### config.mk
export PLATFORM = sky130hd
export DESIGN_NAME = timer_input_capture_channel
export DESIGN_NICKNAME = d
export VERILOG_FILES = /design/src/rtl/timer_input_capture_channel.v
export VERILOG_INCLUDE_DIRS = /design/src /design/src/rtl
export SDC_FILE = /design/constraint.sdc
export NUM_CORES = 1
export LEC_CHECK = 0
export ABC_AREA = 1
export BUFFER_PORTS_ARGS = -buffer_cell sky130_fd_sc_hd__buf_2
export CAP_MARGIN = 20
export CORE_UTILIZATION = 30
export DETAILED_ROUTE_END_ITERATION = 8
export GPL_TIMING_DRIVEN = 0
export SKIP_CTS_REPAIR_TIMING = 1
export SLEW_MARGIN = 20
export SYNTH_ARGS = -nofsm -noshare
export SYNTH_HDL_FRONTEND = slang
export SYNTH_SLANG_ARGS = --single-unit
### constraint.sdc
create_clock -name clk -period 2.6 [get_ports clk]
set_clock_uncertainty 0.2 [all_clocks]
set_input_delay 0.39 -clock clk [delete_from_list [all_inputs] [get_ports clk]]
set_output_delay 0.39 -clock clk [all_outputs]
set_load 0.02 [all_outputs]
### src/rtl/capture_channel_regs.vh
// constants for the input-capture timer channel: offsets, fields, encodings, reset values
// assumes the includer uses these as 32-bit register-bus byte addresses and field codes
`ifndef CAPTURE_CHANNEL_REGS_VH
`define CAPTURE_CHANNEL_REGS_VH

// register offsets (byte addresses, word aligned)
`define OFS_CLK_CTRL      8'h00
`define OFS_CAP_CTRL      8'h04
`define OFS_STATUS        8'h08
`define OFS_COUNTER       8'h0C
`define OFS_CAP_A         8'h10
`define OFS_CAP_B         8'h14
`define OFS_CAP_C         8'h18
`define OFS_CAP_D         8'h1C
`define OFS_FILT_CTRL     8'h20

// count source codes
`define SRC_EXT_A         3'h0
`define SRC_EXT_B         3'h1
`define SRC_EXT_C         3'h2
`define SRC_EXT_D         3'h3
`define SRC_CASCADE       3'h4
`define SRC_INTERNAL      3'h5

// edge codes, shared by count clock and capture inputs
`define EDGE_RISE         2'h0
`define EDGE_FALL         2'h1
`define EDGE_BOTH         2'h2

// clear source codes
`define CLR_CAP_A         3'h0
`define CLR_CAP_B         3'h1
`define CLR_CAP_C         3'h2
`define CLR_CAP_D         3'h3
`define CLR_SYNC          3'h4
`define CLR_NONE          3'h5

// clock control fields
`define CC_SRC_LSB        0
`define CC_EDGE_LSB       4
`define CC_DIV_LSB        8
`define CC_CLR_LSB        12
`define CC_RUN_BIT        16
`define CC_ADC_BIT        17

// capture control: per register x, field base is 8*x
`define CP_EN_BIT         0
`define CP_IRQ_BIT        1
`define CP_REP_BIT        2
`define CP_FILT_BIT       3
`define CP_EDGE_LSB       4

// reset values
`define CLK_CTRL_RST      32'h0000_0055
`define CAP_CTRL_RST      32'h0000_0000
`define FILT_CTRL_RST     16'h0003

`endif

### src/rtl/timer_input_capture_channel.v
// one timer channel in input-capture mode with count source, prescaler, clear and filter
// assumes synchronous pins, a single-cycle register port, and a channel number fixed by parameter
//
// Contract
// count clock from ext pins A-D, cascade or divided peripheral clock
// ext pin C only on channels 0 and 2, pin D only on 0
// cascade counts channel 2 overflow/underflow, offered only on channel 1
// counter advances on rising, falling or both edges of count clock; code applies the edge select to external pin sources only
// undivided peripheral clock or cascade ignore edge selection, count rising
// prescaler divides by 1,2,4,8,16,32,64,256 or 1024
// prescaler setting has no effect with an external pin source
// clear by capture A-D, synchronous clear, or never
// clear on capture C/D only on channels 0,3,4,6,7,8
// synchronous clear follows other channels' common clear
// registers A-D capture from own pin on channels 0-4 and 6-8
// capture happens only when enabled for that register
// each capture register raises an interrupt request when enabled
// register A match starts A/D on channels 0-4, 6, 7
// without repeat, counting stops after first capture is serviced; code stops only if that register's interrupt is enabled
// capture input triggers on rising, falling or both edges
// each capture pin has an individually bypassable noise filter
// filter sampling clock is a separate setting made beforehand
// capture loads counter; clear source capture then zeroes counter
`timescale 1ns/1ps
`include "capture_channel_regs.vh"

module timer_input_capture_channel #(
    parameter CHANNEL = 0
) (
    input  wire        clk,
    input  wire        reset_n,
    input  wire [7:0]  addr,
    input  wire [31:0] wdata,
    input  wire        wr_en,
    input  wire        rd_en,
    output reg  [31:0] rdata,
    input  wire        ext_count_clock_a,
    input  wire        ext_count_clock_b,
    input  wire        ext_count_clock_c,
    input  wire        ext_count_clock_d,
    input  wire        cascade_ovf,
    input  wire        cascade_unf,
    input  wire        sync_clear_in,
    input  wire [3:0]  capture_input_pin,
    output wire [3:0]  capture_irq,
    output reg         adc_trigger,
    output wire        overflow,
    output wire        underflow,
    output wire        clear_out
);

    localparam HAS_C   = (CHANNEL == 0) || (CHANNEL == 2);
    localparam HAS_D   = (CHANNEL == 0);
    localparam HAS_CAS = (CHANNEL == 1);
    localparam CLR_CD  = (CHANNEL == 0) || (CHANNEL == 3) || (CHANNEL == 4) ||
                         (CHANNEL >= 6 && CHANNEL <= 8);
    localparam HAS_CAP = (CHANNEL <= 4) || (CHANNEL >= 6 && CHANNEL <= 8);
    localparam HAS_ADC = (CHANNEL <= 4) || (CHANNEL == 6) || (CHANNEL == 7);

    reg  [31:0] clk_ctrl_r;
    reg  [31:0] cap_ctrl_r;
    reg  [15:0] filt_ctrl_r;
    reg  [15:0] channel_counter_r;
    wire [15:0] cap_val [0:3];
    wire [3:0]  cap_flag;
    wire [3:0]  stop_pend;
    reg  [9:0]  presc_r;
    reg         cnt_in_r;
    reg  [15:0] filt_div_r;
    reg  [3:0]  cap_prev_r;

    wire [2:0]  src      = clk_ctrl_r[`CC_SRC_LSB +: 3];
    wire [1:0]  cedge    = clk_ctrl_r[`CC_EDGE_LSB +: 2];
    wire [3:0]  div_sel  = clk_ctrl_r[`CC_DIV_LSB +: 4];
    wire [2:0]  clr_sel  = clk_ctrl_r[`CC_CLR_LSB +: 3];
    wire        run      = clk_ctrl_r[`CC_RUN_BIT];

    // divided peripheral clock tick
    reg         presc_tick;
    always @* begin
        case (div_sel)
            4'h0:    presc_tick = 1'b1;
            4'h1:    presc_tick = (presc_r[0] == 1'b1);
            4'h2:    presc_tick = (presc_r[1:0] == 2'h3);
            4'h3:    presc_tick = (presc_r[2:0] == 3'h7);
            4'h4:    presc_tick = (presc_r[3:0] == 4'hF);
            4'h5:    presc_tick = (presc_r[4:0] == 5'h1F);
            4'h6:    presc_tick = (presc_r[5:0] == 6'h3F);
            4'h7:    presc_tick = (presc_r[7:0] == 8'hFF);
            4'h8:    presc_tick = (presc_r == 10'h3FF);
            default: presc_tick = 1'b1;
        endcase
    end

    // selected external level, gated by channel availability
    reg ext_lvl;
    reg ext_sel;
    always @* begin
        ext_lvl = 1'b0;
        ext_sel = 1'b0;
        case (src)
            `SRC_EXT_A: begin
                ext_lvl = ext_count_clock_a;
                ext_sel = 1'b1;
            end
            `SRC_EXT_B: begin
                ext_lvl = ext_count_clock_b;
                ext_sel = 1'b1;
            end
            // pin C limit
            `SRC_EXT_C: begin
                ext_lvl = ext_count_clock_c & HAS_C;
                ext_sel = HAS_C;
            end
            // pin D limit
            `SRC_EXT_D: begin
                ext_lvl = ext_count_clock_d & HAS_D;
                ext_sel = HAS_D;
            end
            default: begin
                ext_lvl = 1'b0;
                ext_sel = 1'b0;
            end
        endcase
    end

    // count tick per source and edge
    reg tick;
    always @* begin
        tick = 1'b0;
        if (ext_sel) begin
            // edge select on pins
            case (cedge)
                `EDGE_RISE: tick = ext_lvl & ~cnt_in_r;
                `EDGE_FALL: tick = ~ext_lvl & cnt_in_r;
                default:    tick = ext_lvl ^ cnt_in_r;
            endcase
        end else if (src == `SRC_CASCADE) begin
            // cascade counts rising only
            tick = HAS_CAS & (cascade_ovf | cascade_unf);
        end else if (src == `SRC_INTERNAL) begin
            // prescaler only for internal
            tick = presc_tick;
        end
    end

    // filter sampling period set apart from the filter enables
    wire filt_sample = (filt_div_r == filt_ctrl_r);

    // software services a capture by writing one to its status bit
    wire status_wr = wr_en && (addr == `OFS_STATUS);
    wire run_wr    = wr_en && (addr == `OFS_CLK_CTRL) && wdata[`CC_RUN_BIT];

    wire [3:0] pin_eff;
    wire [3:0] cap_ev;
    genvar g;
    generate
        for (g = 0; g < 4; g = g + 1) begin : ch
            reg [2:0] hist_r;
            reg       filt_r;
            wire [1:0] e = cap_ctrl_r[8*g + `CP_EDGE_LSB +: 2];
            always @(posedge clk) begin
                if (!reset_n) begin
                    hist_r <= 3'h0;
                    filt_r <= 1'b0;
                end else if (filt_sample) begin
                    hist_r <= {hist_r[1:0], capture_input_pin[g]};
                    // three equal samples
                    if (hist_r == 3'h7)
                        filt_r <= 1'b1;
                    else if (hist_r == 3'h0)
                        filt_r <= 1'b0;
                end
            end
            // per-pin bypass
            assign pin_eff[g] = cap_ctrl_r[8*g + `CP_FILT_BIT] ? filt_r
                                                              : capture_input_pin[g];
            // edge, availability, enable
            assign cap_ev[g] = HAS_CAP && cap_ctrl_r[8*g + `CP_EN_BIT] &&
                               ((e == `EDGE_RISE) ? (pin_eff[g] & ~cap_prev_r[g]) :
                                (e == `EDGE_FALL) ? (~pin_eff[g] & cap_prev_r[g]) :
                                (pin_eff[g] ^ cap_prev_r[g]));
            // capture interrupt request
            assign capture_irq[g] = cap_flag[g] & cap_ctrl_r[8*g + `CP_IRQ_BIT];
            reg [15:0] cap_val_r;
            reg        flag_r;
            reg        stop_r;
            wire       svc = status_wr && wdata[g];
            // capture loads the counter value before any clear
            always @(posedge clk) begin
                if (!reset_n) begin
                    cap_val_r <= 16'h0000;
                end else if (cap_ev[g]) begin
                    cap_val_r <= channel_counter_r;
                end
            end
            // sticky flag, write one to clear; set wins over a same-cycle clear
            always @(posedge clk) begin
                if (!reset_n) begin
                    flag_r <= 1'b0;
                end else if (cap_ev[g]) begin
                    flag_r <= 1'b1;
                end else if (svc) begin
                    flag_r <= 1'b0;
                end
            end
            // without repeat, servicing an enabled flag stops the count
            always @(posedge clk) begin
                if (!reset_n) begin
                    stop_r <= 1'b0;
                end else if (run_wr) begin
                    stop_r <= 1'b0;
                end else if (svc && flag_r && cap_ctrl_r[8*g + `CP_IRQ_BIT] &&
                             !cap_ctrl_r[8*g + `CP_REP_BIT]) begin
                    stop_r <= 1'b1;
                end
            end
            assign cap_val[g]   = cap_val_r;
            assign cap_flag[g]  = flag_r;
            assign stop_pend[g] = stop_r;
        end
    endgenerate

    // clear selection
    reg clr_hit;
    always @* begin
        case (clr_sel)
            // clear on capture A/B
            `CLR_CAP_A: clr_hit = cap_ev[0];
            `CLR_CAP_B: clr_hit = cap_ev[1];
            // C/D clear limit
            `CLR_CAP_C: clr_hit = cap_ev[2] & CLR_CD;
            `CLR_CAP_D: clr_hit = cap_ev[3] & CLR_CD;
            // synchronous clear
            `CLR_SYNC:  clr_hit = sync_clear_in;
            default:    clr_hit = 1'b0;
        endcase
    end

    // a pending stop from any register halts the count until run is rewritten
    wire counting = run && (stop_pend == 4'h0);
    assign overflow   = counting & tick & (channel_counter_r == 16'hFFFF);
    // up counter only, so it never wraps downwards
    assign underflow  = 1'b0;
    assign clear_out  = clr_hit & (clr_sel != `CLR_SYNC);

    wire [31:0] status_word = {23'h00_0000, counting, stop_pend, cap_flag};

    // control registers written by software
    always @(posedge clk) begin
        if (!reset_n) begin
            clk_ctrl_r  <= `CLK_CTRL_RST;
            cap_ctrl_r  <= `CAP_CTRL_RST;
            filt_ctrl_r <= `FILT_CTRL_RST;
        end else if (wr_en) begin
            case (addr)
                `OFS_CLK_CTRL: begin
                    clk_ctrl_r <= wdata;
                end
                `OFS_CAP_CTRL: begin
                    cap_ctrl_r <= wdata;
                end
                `OFS_FILT_CTRL: begin
                    filt_ctrl_r <= wdata[15:0];
                end
                default: begin
                end
            endcase
        end
    end

    // free-running prescaler
    always @(posedge clk) begin
        if (!reset_n) begin
            presc_r <= 10'h000;
        end else begin
            presc_r <= presc_r + 10'h001;
        end
    end

    // previous levels for count and capture edge detection
    always @(posedge clk) begin
        if (!reset_n) begin
            cnt_in_r   <= 1'b0;
            cap_prev_r <= 4'h0;
        end else begin
            cnt_in_r   <= ext_lvl;
            cap_prev_r <= pin_eff;
        end
    end

    // filter sample timer, period register holds the count minus one
    always @(posedge clk) begin
        if (!reset_n) begin
            filt_div_r <= 16'h0000;
        end else if (filt_sample) begin
            filt_div_r <= 16'h0000;
        end else begin
            filt_div_r <= filt_div_r + 16'h0001;
        end
    end

    // channel counter; a software preload wins over a same-cycle clear or tick
    always @(posedge clk) begin
        if (!reset_n) begin
            channel_counter_r <= 16'h0000;
        end else if (wr_en && (addr == `OFS_COUNTER)) begin
            channel_counter_r <= wdata[15:0];
        end else if (clr_hit) begin
            // clear after the capture has taken the old value
            channel_counter_r <= 16'h0000;
        end else if (counting && tick) begin
            // count on the selected tick
            channel_counter_r <= channel_counter_r + 16'h0001;
        end
    end

    // converter start, one cycle after the register A event
    always @(posedge clk) begin
        if (!reset_n) begin
            adc_trigger <= 1'b0;
        end else begin
            // A/D start on register A event
            adc_trigger <= HAS_ADC && clk_ctrl_r[`CC_ADC_BIT] && cap_ev[0];
        end
    end

    // read data stand for the one cycle after the strobe, zero otherwise
    always @(posedge clk) begin
        if (!reset_n) begin
            rdata <= 32'h0000_0000;
        end else if (rd_en) begin
            case (addr)
                `OFS_CLK_CTRL:  rdata <= clk_ctrl_r;
                `OFS_CAP_CTRL:  rdata <= cap_ctrl_r;
                `OFS_STATUS:    rdata <= status_word;
                `OFS_COUNTER:   rdata <= {16'h0000, channel_counter_r};
                `OFS_CAP_A:     rdata <= {16'h0000, cap_val[0]};
                `OFS_CAP_B:     rdata <= {16'h0000, cap_val[1]};
                `OFS_CAP_C:     rdata <= {16'h0000, cap_val[2]};
                `OFS_CAP_D:     rdata <= {16'h0000, cap_val[3]};
                `OFS_FILT_CTRL: rdata <= {16'h0000, filt_ctrl_r};
                default:        rdata <= 32'h0000_0000;
            endcase
        end else begin
            rdata <= 32'h0000_0000;
        end
    end

endmodule

==> metrics, run 1 <==
Hold Crit Start capture_input_pin[0]; fin crit share 1.117; CP Class register to output port; R2R depth 18; FF-to-FF End channel_counter_r[11]; Area Growth Syn to Fin 25.75%; die span in x 193.8 um; Crit. End Element output port; total power 8.638 mW; GRT Residual Overflow 0; Hold Path Class input pin to register; CTS buffer count 28; Arr. time, crit path 2320 ps; WL per Instance 19.13 um; Worst Hold Path EP ch[0].hist_r[0]; Final Hold Fails 1; core area 0.03591 sq mm; Pwr Density 622.5 mW/mm^2; Synth Register Bits 248; fmax 344.2 MHz; row count 69; slowest stage cell on the critical path dfxtp_2; post-layout min period 2905 ps; DP Wirelength 30.31 mm; nets 1723; hold_ws -16.10 ps; fraction of layout cells with a size suffix above 1 0.1744; status finished with violations; post-synthesis sequential area ratio 0.4499; Die Ht 193.8 um; final critical-path setup slack -305.3 ps; reg2reg start cap_ctrl_r[11]; FILL cells 3686; Placer Congestion 0.9652; unrepaired setup endpoints after global routing yes; final cell count without fillers 2135; Hold Crit Depth 3; vias post-DR 11140; final core utilization 0.3864; Routed Wire Length 40.84 mm; Worst EP required 2010 ps; Reg clk slew, reported paths 60 ps; Post-Place Cells 2043; pin count of the biggest net entering global routing 15; EDFF count, synth 0; most common cell after layout, fill and taps aside dfxtp_1; Ant. Diodes 0; Reg2Reg Setup Slack 80 ps; Setup Total Neg Slack -604.5 ps; final setup vio count 2; synth warn 0; vias per inst 5.220; Syn Inst Count 1491; CTS tree done; Final ANT Viol Nets 0; CTS H-tree lvls 1; Avg Inst Size Synth 7.401 sq um; Starting DRT DRC Count 1192; post-synth top area share 0.4499; Synth area leaders dfxtp_1 45%, a21oi_1 8.8%, o21ai_0 8.4%; Starting Density 0.3072; Synth Net Count 1561; DR pass1 iterations 5; clk buf depth 3; initial antenna violation count 0; max-slew violation count 0; VDD IR-drop max 374.4 uV; Port Buffers 91; failing checks negative hold slack, negative setup slack; CP Cell Sequence inv_4 -> nor2_4 -> nand3_2 -> nand4_1 -> inv_1 -> ha_2 -> mux2_4 -> a21oi_2 -> nor2_1 -> nand2_2 -> buf_6 -> nor2_4 -> buf_6; P_leak 5.710 nW; gr usage total 0.2072; CP max stage delay 350 ps; # IOs 95; number of global-route vias before repair 10190; Netlist cell types 52; area leader, netlist dfxtp_1; synthesized cell area 0.01103 sq mm; ys flop type dfxtp_1; DIE AREA 0.03755 sq mm; Slew HR 0.4980; worst-margin pin slew 744.9 ps; Clock Latency Late Sink 550 ps; DRC viols 0; Critical Path Source Type register; Max-Cap Viols 0; most frequent cells in the layout 237 x dfxtp_1, 199 x nand2_1, 190 x a21oi_1; global-route wire length before repair 60.46 mm; Max FO, Critical Path 4; CTS root buffer clkbuf_16; clk sinks 248; Synth async-reset ratio 0
[critical path, delay by kind of cell (launching register included)]
family          cells  cell delay [ps]
fa+ha+maj           1              180
simple gates        6              490
compound gates      1              130
mux                 1              260
buf+inv             4              370
flops               1              350
[report_power, final]
part           internal [mW]  switching [mW]
logic                  0.135           0.261
clock network           2.69            1.69
registers               3.82          0.0284
total                   6.65            1.98
[sequential cells by signal, summed over array words and instances, names as in the netlist]
register	cells
cnt_in_r	1
presc_r	10
filt_div_r	16
channel_counter_r	16
adc_trigger	1
cap_prev_r	4
clk_ctrl_r	32
ch.cap_val_r	64
ch.stop_r	4
ch.filt_r	4
filt_ctrl_r	16
ch.hist_r	12
ch.flag_r	4
cap_ctrl_r	32
rdata	32
[kinds of logic after synthesis]
kind of cell / Yosys count / synth area share
and+or+nand+nor: 516 / 0.2081
AOI/OAI and AO/OA: 437 / 0.2117
DFF: 248 / 0.4499
buffers and inverters: 245 / 0.08969
xor gates and xnor gates: 28 / 0.02222
adders and majority gates: 15 / 0.01701
other: 1 / 0.0003398
muxes: 1 / 0.001020
[layer usage]
metal | up-vias | share of wire | track usage
met3 | 128 | 0.076 | 0.03166
li1 | 5280 | - | -
met2 | 478 | 0.46 | 0.3428
met4 | 0 | 0.054 | 0.09926
met1 | 5258 | 0.41 | 0.2635
met5 | - | 0 | 0
[through the flow]
| step | hold slack (ps) | area [sq um] | setup WS, ps |
|---|---|---|---|
| finish | -16.10 | 13880 | -305.3 |
| global route | -1.672 | 13880 | -409.5 |
| CTS | -132.7 | 13100 | -952.3 |
| global placement | 253.2 | 12070 | -447.1 |
| floorplan | 230.2 | 11030 | 194.0 |
| detailed placement | 255.5 | 12070 | -492.1 |
[synth_stat cells (3+ instances only)]
master / n
nor3_1: 22
nor3_2: 3
xor2_1: 18
nand3_2: 3
clkinv_1: 5
buf_6: 3
o21ai_0: 186
nand2_1: 201
a22o_1: 11
inv_2: 7
clkbuf_1: 44
o22ai_1: 11
nor2_4: 4
nor4_1: 3
nor2_1: 168
nand2_2: 5
ha_1: 15
or2_2: 5
a31oi_1: 4
buf_2: 18
o211ai_1: 7
dfxtp_1: 248
o21ai_1: 4
nor2_2: 3
nand4_1: 21
a211oi_1: 7
nand3_1: 63
inv_1: 158
a21oi_1: 194
xnor2_1: 10
buf_4: 6
a221oi_1: 7
[how the worst max path moves through the flow]
stage / startpoint / end / slack, ps / cells past startpoint
floorplan: cap_ctrl_r[27] / clear_out / 190 / 9
finish: clk_ctrl_r[0] / overflow / -310 / 13
global placement: capture_input_pin[3] / channel_counter_r[14] / -450 / 15
CTS: cap_ctrl_r[19] / clear_out / -950 / 12
global route: clk_ctrl_r[0] / overflow / -410 / 13
detailed placement: capture_input_pin[2] / channel_counter_r[15] / -490 / 15
[layout make-up]
cell class | instances | area, sq um | share of cell area
inverter | 171 | 656.9 | 0.04734
clock buffer | 34 | 763.2 | 0.05500
clock inverter | 17 | 265.3 | 0.01912
timing repair buffer | 132 | 848.3 | 0.06114
sequential | 248 | 4989 | 0.3595
tap | 461 | 576.8 | 0.04157
buffer | 74 | 379.1 | 0.02732
multi-input combinational | 998 | 5398 | 0.3890
Power figures use the tool's default switching activity.
==> inputs of run 2 (changes only) <==
--- a/config.mk
+++ b/config.mk
@@ -9,6 +9,7 @@
 export ABC_AREA = 1
 export BUFFER_PORTS_ARGS = -buffer_cell sky130_fd_sc_hd__buf_2
 export CAP_MARGIN = 20
+export CORE_MARGIN = 3
 export CORE_UTILIZATION = 30
 export DETAILED_ROUTE_END_ITERATION = 8
 export GPL_TIMING_DRIVEN = 0
==> run 2 against run 1 <==
Effect of this change: the flow still finishes with violations (negative hold slack, negative setup slack); final cell count grew 0.56%; sequential cell count is the same; core utilization grew 0.91 points; sequential power is essentially flat.
==> metrics, run 2 (synthesis results as in run 1) <==
WL per Instance 18.98 um (was 19.13 um); status finished with violations (unchanged); CP max stage delay 370 ps (was 350 ps); FILL cells 3675 (was 3686); logic gate share of total power 0.043 (was 0.046); final critical-path setup slack -387.6 ps (was -305.3 ps); R2R depth 17 (was 18); Reg2Reg Setup Slack -120 ps (was 80 ps); Arr. time, crit path 2400 ps (was 2320 ps); Worst Hold Path EP cap_ctrl_r[16] (was ch[0].hist_r[0]); row count 69 (unchanged); final core utilization 0.3955 (was 0.3864); clock power share 0.528 (was 0.508); Final Hold Fails 1 (unchanged); # IOs 95 (unchanged); Starting Density 0.3072 (unchanged); multi-input logic area 0.005510 sq mm (was 0.005398 sq mm); gr usage total 0.1962 (was 0.2072); Routed Wire Length 40.75 mm (was 40.84 mm); Final ANT Viol Nets 0 (unchanged); reg2reg start cap_ctrl_r[11] (unchanged); VDD IR-drop max 525.7 uV (was 374.4 uV); Worst EP required 2010 ps (about the same); CP Cell Sequence ha_4 -> nand3_4 -> nor3_4 -> inv_1 -> nor2_2 -> nand3_2 -> nor3_4 -> nand3_2 -> nor2_4 -> buf_6 (was inv_4 -> nor2_4 -> nand3_2 -> nand4_1 -> inv_1 -> ha_2 -> mux2_4 -> a21oi_2 -> nor2_1 -> nand2_2 -> buf_6 -> nor2_4 -> buf_6); FF-to-FF End channel_counter_r[14] (was channel_counter_r[11]); clk buf depth 3 (unchanged); Reg clk slew, reported paths 60 ps (about the same); core area 0.03591 sq mm (unchanged); worst-margin pin slew 752.0 ps (was 744.9 ps); vias per inst 5.181 (was 5.220); fraction of layout cells with a size suffix above 1 0.1935 (was 0.1744); Max-Cap Viols 0 (unchanged); DR pass1 iterations 6 (was 5); die span in x 197.8 um (was 193.8 um); failing checks negative hold slack, negative setup slack (unchanged); most common cell after layout, fill and taps aside dfxtp_1 (unchanged); CTS buffer count 28 (unchanged); clk sinks 248 (unchanged); number of global-route vias before repair 10330 (was 10190); slowest stage cell on the critical path dfxtp_4 (was dfxtp_2); Buf+Inv Stages, Crit Path 2 (was 4); P_leak 5.883 nW (was 5.710 nW); Critical Path Source Type register (unchanged); GRT Residual Overflow 0 (unchanged); global-route wire length before repair 59.76 mm (was 60.46 mm); Switch Pwr 1.948 mW (was 1.984 mW); Slew HR 0.4932 (was 0.4980); Biggest register ch.cap_val_r (unchanged); hold_ws -16.46 ps (was -16.10 ps); FF+latch area 0.004995 sq mm (was 0.004989 sq mm); fmax 334.7 MHz (was 344.2 MHz); fin crit share 1.149 (was 1.117); largest delay contributor family on the critical path simple AND/OR/NAND/NOR gates (unchanged); CTS root buffer clkbuf_16 (unchanged); most frequent cells in the layout 238 x dfxtp_1, 196 x nand2_1, 179 x a21oi_1 (was 237 x dfxtp_1, 199 x nand2_1, 190 x a21oi_1); Hold Crit Depth 3 (unchanged); max-slew violation count 0 (unchanged); CP Class register to output port (unchanged); CTS tree done (unchanged); Hold Path Class input pin to register (unchanged); Seq pwr share 0.428 (was 0.446); Post-Place Cells 2043 (unchanged); final setup vio count 8 (was 2); nets 1733 (was 1723); DRC viols 0 (unchanged); Clock Latency Late Sink 550 ps (about the same); post-layout min period 2988 ps (was 2905 ps); final cell count without fillers 2147 (was 2135); Port Buffers 91 (unchanged); Pwr Density 633.2 mW/mm^2 (was 622.5 mW/mm^2); pre-CTS setup slack -464.9 ps (was -492.1 ps); DP Wirelength 30.14 mm (was 30.31 mm); Placer Congestion 0.9735 (was 0.9652); initial antenna violation count 0 (unchanged); Hold Crit Start wdata[16] (was capture_input_pin[0]); CTS H-tree lvls 1 (unchanged); unrepaired setup endpoints after global routing yes (unchanged); Starting DRT DRC Count 973 (was 1192); Largest register FFs 64 (unchanged); pin count of the biggest net entering global routing 14 (was 15); Max FO, Critical Path 3 (was 4); DIE AREA 0.03912 sq mm (was 0.03755 sq mm); vias post-DR 11120 (was 11140); Crit. End Element output port (unchanged); Sw Ratio 0.2166 (was 0.2297); Die Ht 197.8 um (was 193.8 um); cell internal pwr 7.046 mW (was 6.653 mW); Area Growth Syn to Fin 28.72% (was 25.75%)
==> run 2: through the flow <==
step	setup TNS (ps)	instance area (sq um)	power [mW]
6_report	-809.9	14200	8.994
5_1_grt	-2487	14200	9.216
4_1_cts	-10860	13190	8.974
3_5_place_dp	-9665	12070	4.269
3_3_place_gp	-8921	12070	4.263
2_1_floorplan	0	11030	4.103
==> run 2: how the worst max path moves through the flow <==
| stage | startpoint | endpoint | slack [ps] | cells past startpoint |
|---|---|---|---|---|
| after floorplan | cap_ctrl_r[27] | clear_out | 190 | 9 |
| final | channel_counter_r[1] | overflow | -390 | 10 |
| after global routing | channel_counter_r[1] | overflow | -470 | 10 |
| after CTS | cap_ctrl_r[19] | clear_out | -880 | 12 |
| after global placement | capture_input_pin[3] | channel_counter_r[15] | -460 | 15 |
| after detailed placement | capture_input_pin[3] | channel_counter_r[11] | -460 | 15 |
==> run 2: metal layers <==
| layer | global-route usage | part of all wire |
|---|---|---|
| met1 | 0.2519 | 0.41 |
| met2 | 0.3207 | 0.46 |
| met3 | 0.04067 | 0.076 |
| met4 | 0.08414 | 0.053 |
| met5 | 0 | 0 |
==> run 2: cell type report <==
cell class | instances | share of cell area
well taps | 461 | 0.04061
clock buffers | 36 | 0.05717
flip-flops and latches | 248 | 0.3517
plain buffers | 74 | 0.02722
multi-input cells | 998 | 0.3879
clock inverters | 16 | 0.02211
diodes | 1 | 0.0001762
repair buffers | 142 | 0.06686
inverters | 171 | 0.04625
==> run 2: tightest hold or removal path, delay by kind of cell <==
family / cells / cell delay (ps)
AO/OA/AOI/OAI: 2 / 180
buffers and inverters: 1 / 110
==> run 2: power by group through the flow <==
stage / logic (mW) / clock network, mW / registers, mW
after global routing: 0.423 / 4.94 / 3.85
after CTS: 0.334 / 4.79 / 3.85
after global placement: 0.328 / 0 / 3.94
after floorplan: 0.173 / 0 / 3.93
final: 0.390 / 4.75 / 3.85
after detailed placement: 0.332 / 0 / 3.94
